--- src/design/i2csw_pkg.sv ---
/*
  package for the eight-way i2c channel switch: address, widths and reset values.
  assumes nothing beyond a systemverilog compiler.
*/
package i2csw_pkg;
  localparam int         DATA_W       = 8;
  localparam logic [3:0] ADDR_FIXED   = 4'he;
  localparam logic [7:0] SEL_RESET    = 8'h00;
  localparam int         BIT_CNT_W    = 4;
  localparam logic [3:0] LAST_BIT_IDX = 4'h7;
  localparam logic [3:0] ACK_BIT_IDX  = 4'h8;
  localparam int         SYNC_STAGES  = 2;
endpackage

--- src/design/i2csw_sync.sv ---
/*
  two-flop synchroniser bank for the scl, sda and strap pins.
  assumes all inputs are asynchronous to clock.
*/
`timescale 1ns/10ps
module i2csw_sync #(
  parameter int W = 5
) (
  input  wire logic         clock,
  input  wire logic         rst_n,
  input  wire logic         clk_en,
  input  wire logic [W-1:0] async_in,
  input  wire logic [W-1:0] reset_val,
  output logic      [W-1:0] sync_out
);
  logic [W-1:0] stage1_r;
  logic [W-1:0] stage2_r;

  // reset value is a constant at the instance, so reset takes no port level
  always_ff @(posedge clock) begin
    if (!rst_n) begin
      stage1_r <= reset_val;
      stage2_r <= reset_val;
    end else if (clk_en) begin
      stage1_r <= async_in;
      stage2_r <= stage1_r;
    end
  end

  assign sync_out = stage2_r;
endmodule

--- src/design/i2csw_top.sv ---
/*
  i2c slave of the eight-way channel switch: address match, channel-select register,
  stop-gated channel enables.
  assumes scl/sda open-drain with external pull-ups, scl far slower than clock,
  rst_n already combines the reset pin and the power-on indication.
*/
`timescale 1ns/10ps
module i2csw_top (
  input  wire logic       clock,
  input  wire logic       rst_n,
  input  wire logic       clk_en,
  input  wire logic       scl_in,
  input  wire logic       sda_in,
  output logic            sda_out,
  output logic            sda_oe,
  input  wire logic       addr_strap_bit0,
  input  wire logic       addr_strap_bit1,
  input  wire logic       addr_strap_bit2,
  output logic [7:0]      chan_en,
  output logic [7:0]      channel_select
);
  // ----------------------------------------------------------------
  // state encoding
  // ----------------------------------------------------------------
  typedef enum logic [4:0] {
    I2CSW_IDLE = 5'h01,
    I2CSW_ADDR = 5'h02,
    I2CSW_WR   = 5'h04,
    I2CSW_RD   = 5'h08,
    I2CSW_SKIP = 5'h10
  } i2csw_state_t;

  // ----------------------------------------------------------------
  // pin synchronisers
  // ----------------------------------------------------------------
  logic [4:0] pins_s;
  i2csw_sync #(.W(5)) u_sync (
    .clock     (clock),
    .rst_n     (rst_n),
    .clk_en    (clk_en),
    .async_in  ({addr_strap_bit2, addr_strap_bit1, addr_strap_bit0, scl_in, sda_in}),
    .reset_val (5'h03),
    .sync_out  (pins_s)
  );
  wire       scl_s = pins_s[1];
  wire       sda_s = pins_s[0];
  wire [2:0] strap_s = pins_s[4:2];

  // ----------------------------------------------------------------
  // bus condition detect
  // ----------------------------------------------------------------
  i2csw_state_t   state_r;
  logic           scl_d_r;
  logic           sda_d_r;
  logic [3:0]     bit_cnt_r;
  logic [7:0]     shift_r;
  logic [7:0]     sel_r;
  logic [7:0]     en_r;
  logic           pend_r;
  logic           drive_r;
  logic           addr_ok_r;
  logic           nack_r;
  logic [7:0]     tx_r;

  wire scl_rise = scl_s & ~scl_d_r;
  wire scl_fall = ~scl_s & scl_d_r;
  wire start_c  = scl_s & scl_d_r & sda_d_r & ~sda_s;
  wire stop_c   = scl_s & scl_d_r & ~sda_d_r & sda_s;
  wire in_ack   = (bit_cnt_r == i2csw_pkg::ACK_BIT_IDX);
  wire byte_end = scl_rise & (bit_cnt_r == i2csw_pkg::LAST_BIT_IDX);
  wire [7:0] rx_byte = {shift_r[6:0], sda_s};
  wire addr_hit = (rx_byte[7:1] == {i2csw_pkg::ADDR_FIXED, strap_s});
  wire rd_req   = rx_byte[0];

  // ----------------------------------------------------------------
  // byte engine
  // ----------------------------------------------------------------
  // bit_cnt 0..7 are data bits, 8 is the ack slot; it advances on scl fall
  // so sda changes only while scl is low.
  i2csw_state_t state_nxt;
  always_comb begin
    state_nxt = state_r;
    unique case (state_r)
      I2CSW_IDLE: state_nxt = state_r;
      I2CSW_ADDR: begin
        if (byte_end) begin
          if (!addr_hit) begin
            state_nxt = I2CSW_SKIP;
          end else if (rd_req) begin
            state_nxt = I2CSW_RD;
          end else begin
            state_nxt = I2CSW_WR;
          end
        end
      end
      I2CSW_WR:   state_nxt = state_r;
      I2CSW_RD: begin
        if (scl_rise && in_ack && sda_s) begin
          state_nxt = I2CSW_SKIP;
        end
      end
      I2CSW_SKIP: state_nxt = state_r;
      default:    state_nxt = I2CSW_IDLE;
    endcase
    if (start_c) begin
      state_nxt = I2CSW_ADDR;
    end else if (stop_c) begin
      state_nxt = I2CSW_IDLE;
    end
  end

  always_ff @(posedge clock) begin
    if (!rst_n) begin
      state_r   <= I2CSW_IDLE;
      scl_d_r   <= 1'b1;
      sda_d_r   <= 1'b1;
      bit_cnt_r <= '0;
      shift_r   <= i2csw_pkg::SEL_RESET;
    end else if (clk_en) begin
      state_r <= state_nxt;
      scl_d_r <= scl_s;
      sda_d_r <= sda_s;
      if (start_c) begin
        // the scl fall that closes the start wraps this to bit 0
        bit_cnt_r <= i2csw_pkg::ACK_BIT_IDX;
      end else if (scl_fall) begin
        bit_cnt_r <= in_ack ? 4'h0 : bit_cnt_r + 4'h1;
      end
      if (scl_rise && !in_ack) begin
        shift_r <= rx_byte;
      end
    end
  end

  // ----------------------------------------------------------------
  // select register and stop-gated enables
  // ----------------------------------------------------------------
  wire wr_byte = (state_r == I2CSW_WR) & byte_end;

  always_ff @(posedge clock) begin
    if (!rst_n) begin
      sel_r  <= i2csw_pkg::SEL_RESET;
      en_r   <= i2csw_pkg::SEL_RESET;
      pend_r <= 1'b0;
    end else if (clk_en) begin
      if (wr_byte) begin
        sel_r  <= rx_byte;
        pend_r <= 1'b1;
      end
      // all eight bits copied at once, any mix allowed
      if (stop_c && pend_r) begin
        en_r   <= sel_r;
        pend_r <= 1'b0;
      end
    end
  end

  // ----------------------------------------------------------------
  // sda drive: ack and read data
  // ----------------------------------------------------------------
  // the state has already left I2CSW_ADDR when the ack slot opens,
  // so a match is held here until the next scl fall
  always_ff @(posedge clock) begin
    if (!rst_n) begin
      addr_ok_r <= 1'b0;
    end else if (clk_en) begin
      if (start_c || stop_c || scl_fall) begin
        addr_ok_r <= 1'b0;
      end else if ((state_r == I2CSW_ADDR) && byte_end && addr_hit) begin
        addr_ok_r <= 1'b1;
      end
    end
  end
  wire acked = (state_r == I2CSW_WR) | addr_ok_r;
  wire rd_go = (state_r == I2CSW_RD);

  always_ff @(posedge clock) begin
    if (!rst_n) begin
      drive_r <= 1'b0;
      nack_r  <= 1'b0;
      tx_r    <= i2csw_pkg::SEL_RESET;
    end else if (clk_en) begin
      if (start_c || stop_c) begin
        drive_r <= 1'b0;
        nack_r  <= 1'b0;
      end else if (scl_fall) begin
        if (bit_cnt_r == i2csw_pkg::LAST_BIT_IDX) begin
          // ack after own address or each written byte
          drive_r <= acked;
          nack_r  <= 1'b0;
        end else if (in_ack) begin
          // first data bit of a read byte, snapshot taken now
          if (rd_go) begin
            tx_r    <= {sel_r[6:0], 1'b0};
            drive_r <= ~sel_r[7];
          end else begin
            drive_r <= 1'b0;
          end
        end else if (rd_go) begin
          drive_r <= ~tx_r[7];
          tx_r    <= {tx_r[6:0], 1'b0};
        end
      end else if (state_nxt == I2CSW_SKIP) begin
        drive_r <= 1'b0;
      end
    end
  end

  assign sda_out        = 1'b0;
  assign sda_oe         = drive_r;
  assign chan_en        = en_r;
  assign channel_select = sel_r;
endmodule

--- config.mk ---
export PLATFORM = sky130hd
export DESIGN_NAME = i2csw_top
export DESIGN_NICKNAME = d
export VERILOG_FILES = /design/src/design/i2csw_pkg.sv /design/src/design/i2csw_sync.sv /design/src/design/i2csw_top.sv
export SDC_FILE = /design/constraint.sdc
export NUM_CORES = 1
export LEC_CHECK = 0
export ABC_AREA = 1
export BUFFER_PORTS_ARGS = -buffer_cell sky130_fd_sc_hd__buf_2
export CORE_MARGIN = 4
export CORE_UTILIZATION = 25
export DETAILED_ROUTE_END_ITERATION = 7
export PLACE_DENSITY = 0.4
export SYNTH_ARGS = -nofsm -noshare
export SYNTH_HDL_FRONTEND = slang
export SYNTH_SLANG_ARGS = --single-unit
--- constraint.sdc ---
create_clock -name clock -period 1.9 [get_ports clock]
set_clock_uncertainty 0.15 [all_clocks]
set_input_delay 0.19 -clock clock [delete_from_list [all_inputs] [get_ports clock]]
set_output_delay 0.19 -clock clock [all_outputs]
set_load 0.005 [all_outputs]
# --- After elaboration in Yosys (flattened, before gate mapping) ---
# Index checks and enable logic that the tools add are counted.
word_totals:
  reg_bits: 55
  input_bits: 8
  out_inout_bits: 18
classes:
  add_sub_neg: 1
  eq_ne: 10
  mux: 24
  bitwise: 18
  n_reduce_logical: 22
ops:
  columns: ["op", "n"]
  rows:
  - ["$mux W5", 5]
  - ["$mux W8", 3]
  - ["$mux W4", 4]
  - ["$pmux W5 S3", 1]
  - ["$reduce_and A2 Y1", 6]
  - ["$mux W1", 11]
  - ["$eq A5 B5 Y1 const B", 2]
  - ["$and A1 B1 Y1", 9]
  - ["$not A1 Y1", 8]
  - ["$eq A7 B7 Y1", 1]
  - ["$logic_and A1 B1 Y1", 6]
  - ["$reduce_bool A2 Y1", 3]
  - ["$eq A5 B1 Y1 const B", 1]
  - ["$eq A5 B2 Y1 const B", 1]
  - ["$eq A5 B3 Y1 const B", 1]
  - ["$eq A5 B4 Y1 const B", 1]
  - ["$ne A5 B1 Y1 const B", 1]
  - ["$reduce_and A5 Y1", 1]
  - ["$add A4 B1 Y4 const B", 1]
  - ["$eq A4 B3 Y1 const B", 1]
  - ["$eq A4 B4 Y1 const B", 1]
  - ["$reduce_and A3 Y1", 1]
  - ["$reduce_bool A3 Y1", 1]
  - ["$reduce_or A3 Y1", 1]
  - ["3 further kinds", 4]

# --- Logic depth before layout (Yosys ltp) ---
depth:
  word_depth: 12
  depth_mapped: 13
  mapped_depth_nobuf: 13

# --- Modules after synthesis ---
# A second synthesis with hierarchy kept.
hier_totals:
  cells_unflattened: 329
  hier_area_um2: 2548.7
modules_own_cells:
  columns: ["mod", "instances", "cells_per_inst", "area_per_inst_um2"]
  rows:
  - ["i2csw_top", 1, 290, 2132.0]
  - ["i2csw_sync", 1, 39, 416.6]

# --- Least setup slack after synthesis ---
# Ideal clock, no wire load.
synth_path:
  path_kind: "register -> register"
  startpoint: "register bit_cnt_r[1]"
  endpoint: "register drive_r, in the netlist sda_oe"
  setup_time_ns: 0.115
  t_arrival_ns: 1.374
  required_time_ns: 1.635
  path_slack_ns: 0.261
  stages_incl_launch_ff: 13
  path_buffers: 0
  period_less_slack_ns: 1.639
  cell_sequence: "dfxtp_1 > ha_1 > nand2_1 > nor2_1 > nand2_2 > nor2_1 > nand2_1 > nand2_1 > nand3_1 > nand2_1 > nand3_1 > nand2_1 > nor2_1"
synth_between:
  elab_chain_cells: 10
  elab_cells_between_ends: 18
  cone_classes: "eq/ne: 4; mux: 9; bitwise: 1; reduce/logical: 4"
synth_lines:
  columns: ["item", "line_no", "text"]
  rows:
  - ["from (decl)", "i2csw_top.sv:55", "logic [3:0] bit_cnt_r;"]
  - ["from (signal assigned)", "i2csw_top.sv:125", "bit_cnt_r <= i2csw_pkg::ACK_BIT_IDX;"]
  - ["from (signal assigned)", "i2csw_top.sv:127", "bit_cnt_r <= in_ack ? 4'h0 : bit_cnt_r + 4'h1;"]
  - ["$eq A4 B4 Y1", "i2csw_top.sv:69", "wire in_ack = (bit_cnt_r == i2csw_pkg::ACK_BIT_IDX);"]
  - ["$logic_and A1 B1 Y1 (2 in a row)", "i2csw_top.sv:98", "if (scl_rise && in_ack && sda_s) begin"]
  - ["$mux W5", "i2csw_top.sv:98", null]
  - ["$pmux W5 S3", "i2csw_top.sv:83", "unique case (state_r)"]
  - ["$mux W5", "i2csw_top.sv:107", "end else if (stop_c) begin"]
  - ["$mux W5", "i2csw_top.sv:105", "if (start_c) begin"]
  - ["$eq A5 B5 Y1", "i2csw_top.sv:203", "end else if (state_nxt == I2CSW_SKIP) begin"]
  - ["$reduce_bool A3 Y1 (no source line)", null, null]
  - ["$reduce_and A3 Y1 (no source line)", null, null]
  - ["to (signal assigned)", "i2csw_top.sv:189", "drive_r <= acked;"]
  - ["to (signal assigned)", "i2csw_top.sv:195", "drive_r <= ~sel_r[7];"]
  - ["to (signal assigned)", "i2csw_top.sv:200", "drive_r <= ~tx_r[7];"]
  - ["to (decl)", "i2csw_top.sv:60", "logic drive_r;"]
# Parallel ways exist; a longest one is shown, timed or not.
# A chain may end at the register's enable or synchronous reset.

# --- Final worst setup path ---
layout_path:
  startpoint: "register state_r[0]"
  endpoint: "register pend_r"
layout_between:
  elab_chain_cells: 4
layout_lines:
  columns: ["item", "line_no", "text"]
  rows:
  - ["from (decl)", "i2csw_top.sv:52", "i2csw_state_t state_r;"]
  - ["from (signal assigned)", "i2csw_top.sv:120", "state_r <= state_nxt;"]
  - ["$eq A5 B3 Y1", "i2csw_top.sv:138", "wire wr_byte = (state_r == I2CSW_WR) & byte_end;"]
  - ["$and A1 B1 Y1", "i2csw_top.sv:138", null]
  - ["$reduce_bool A2 Y1 (no source line)", null, null]
  - ["$reduce_and A2 Y1 (no source line)", null, null]
  - ["to (signal assigned)", "i2csw_top.sv:144", "pend_r <= 1'b0;"]
  - ["to (signal assigned)", "i2csw_top.sv:148", "pend_r <= 1'b1;"]
  - ["to (signal assigned)", "i2csw_top.sv:153", "pend_r <= 1'b0;"]
  - ["to (decl)", "i2csw_top.sv:59", "logic pend_r;"]
# No other way between the ends.

==> metrics.csv <==
metric;value;unit
status;completed;
Worst Tran Pin Value;0.505;ns
CP max-delay cell;dfxtp_1;
syn_area_per_cell;7.50;sq um
Num CTS Buffers;5;
Post-Route WL;6370;um
Max Slew Vio Count;0;
Syn Std Cell Area;2420;sq um
CP Class;reg2reg;
Syn Nets;333;
Area Growth Syn to Fin;19.8;%
unrepaired setup endpoints after global routing;yes;
CP max stage delay;0.37;ns
total track usage;0.118;
VDD IR max;0.000282;V
Hold Crit Class;in2reg;
IO Pins;26;
WP buf/inv;2;
# diodes;0;
biggest area consumer among synthesized cells;dfxtp_1;
critical path endpoint category;flop;
DRC;0;
die height;106;um
met1 usage;0.158;
critical path fanouts, max;15;
P_leak;0.00125;uW
antenna-violating nets left;0;
grt met2 use;0.194;
Final HPWL DP;4330;um
Final nets;368;
grt met3 use;0.0188;
post-synthesis sequential area ratio;0.446;
Worst EP required;1.98;ns
DRT Pass-1 Iters;4;
share of power burned in registers;0.572;
row count;35;
CTS tree;yes;
routed vias;2174;
Reg clk slew, reported paths;0.11;ns
setup tns final;0;ns
Slew HR;0.663;
die area;11300;sq um
Cell Count Post-Placement;471;
Post-synth top cells;54 x dfxtp_1, 49 x nand2_1, 44 x nor2_1;
Mapped Cells;323;
Power Internal;1500;uW
Synth cell types;31;
crit share post-route;0.915;
largest net degree at the start of global routing;29;
CP startpoint kind;flop;
hold_ws;0.105;ns
Initial Utilization;0.260;
r2r startpoint;state_r[0];
critical path cell sequence;nor2_1 -> nand4_1 -> nor3_4 -> buf_12 -> inv_1 -> a211oi_1;
maxcap violations;0;
power per cell area;718;nW/um^2
cell family with most CP delay;simple AND/OR/NAND/NOR gates;
grt peak-use layer;met2;
CP startpoint;state_r[0];
synth top area cells;dfxtp_1 45%, nand2_1 7.6%, nor2_1 6.8%;
via/cell ratio;4.45;
Synth Register Bits;54;
worst slack, placed;0.103;ns
Most used DFF post-synth;dfxtp_1;
Final Util;0.311;
Async SR Flop Fraction;0;
Sink Count;54;
count leader, synth;dfxtp_1;
number of synthesized flops with an enable pin;0;
I/O Buffers;24;
clk root buf;clkbuf_8;
synth warn;0;
hold_sp;rst_n;
core box area;9330;sq um
Fill cells;1029;
switch share;0.278;
latest clock arrival within the worst-skew pair;0.31;ns
Tmin final;1.74;ns
setup violators final;0;
FF/Latch Area;1080;sq um
total gr overflow;0;
Die Span X;106;um
Yosys top cell area share;0.446;
Clock power frac;0.329;
setup ws final;0.162;ns
CP Data Arrival Time;1.82;ns
GPL Wtd Cong;0.797;
Multi-input gate area;1130;sq um
Max Fclk;0.575;GHz
Final Hold Violating Endpoints;0;
first-pass GRT wire length;10800;um
P_sw;580;uW
drt first-iter violations;81;
number of global-route vias before repair;2161;
H-tree depth;2;
Gate power share;0.098;
fin cells;488;
initial antenna violation count;0;
wire per inst;13.0;um
share of layout cells above drive strength 1;0.217;
clk buf depth;2;
## power groups by stage
| stage | registers [uW] | clock network [uW] | logic, uW |
|---|---|---|---|
| finish | 1190 | 686 | 205 |
| detailed placement | 1220 | 0 | 193 |
| CTS | 1190 | 719 | 201 |
| global placement | 1220 | 0 | 193 |
| floorplan | 1210 | 0 | 145 |
| global route | 1200 | 748 | 236 |
## worst paths after layout
| path | endpoint | slack [ns] | cells after the start |
|---|---|---|---|
| max | pend_r | 0.16 | 6 |
| min reg2reg | u_sync.stage1_r[1] | 0.32 | 2 |
| max reg2reg | pend_r | 0.16 | 6 |
| min | chan_en[4] | 0.11 | 3 |
## what timing repair did
action / CTS / global route
gates resized for setup: 0 / 9
endpoints found under the hold margin: 5 / 0
hold buffers: 5 / 0
setup endpoints to repair: 0 / 10
setup buffers: 0 / 4
## registers in the layout, indices dropped and copies added (netlist names)
register         flops
shift_r              7
u_sync.stage1_r      5
u_sync.sync_out      5
bit_cnt_r            4
sda_oe               1
scl_d_r              1
sda_d_r              1
state_r              5
chan_en              8
addr_ok_r            1
tx_r                 7
pend_r               1
channel_select       8
## kinds of logic (layout without fill, tap and decap cells)
kind of cell | count (synthesis) | after routing | share of synthesized area
simple gates | 121 | 121 | 0.238
compound gates | 94 | 94 | 0.209
flops | 54 | 54 | 0.446
buf+inv | 50 | 86 | 0.0919
fa+ha+maj | 2 | 2 | 0.0103
other cells | 1 | 1 | 0.00155
xor+xnor | 1 | 1 | 0.00361
## worst min-delay path, stage by stage
cell     delay [ns]
buf_2          0.19
o21ai_1        0.11
nor2_1         0.04
## area by class of cell
class                           instances  share of cell area
Clock inverter                          3             0.00819
Tap cell                              129              0.0556
Clock buffer                            5              0.0237
Sequential cell                        54               0.373
Multi-Input combinational cell        219               0.391
Inverter                               36              0.0466
Timing Repair Buffer                   42               0.102
## routing by layer
metal | routed length, um | vias to the layer above
met4 | 124 | 0
li1 | - | 1136
met1 | 3160 | 1007
met3 | 100 | 10
met2 | 2980 | 21
met5 | 0 | -
## placed cells by master, fill, tap and decap left out, drive strengths merged
cell type,count
o22ai,1
clkinvlp,2
inv,37
nor2,46
dfxtp,54
nand2,52
nand4,2
o21ai,51
xor2,1
conb,1
clkbuf,5
dlygate4sd3,5
a31oi,8
a221oi,1
nand3,14
buf,37
o211a,1
nand3b,1
a211oi,4
nor3,6
ha,2
a21oi,28
## per-stage QoR
step	area, sq um	total power [uW]
detailed placement	2710	1410
floorplan	2420	1360
global placement	2710	1410
finish	2900	2080
global route	2900	2180
CTS	2850	2110
(Power assumes the default switching activity.)
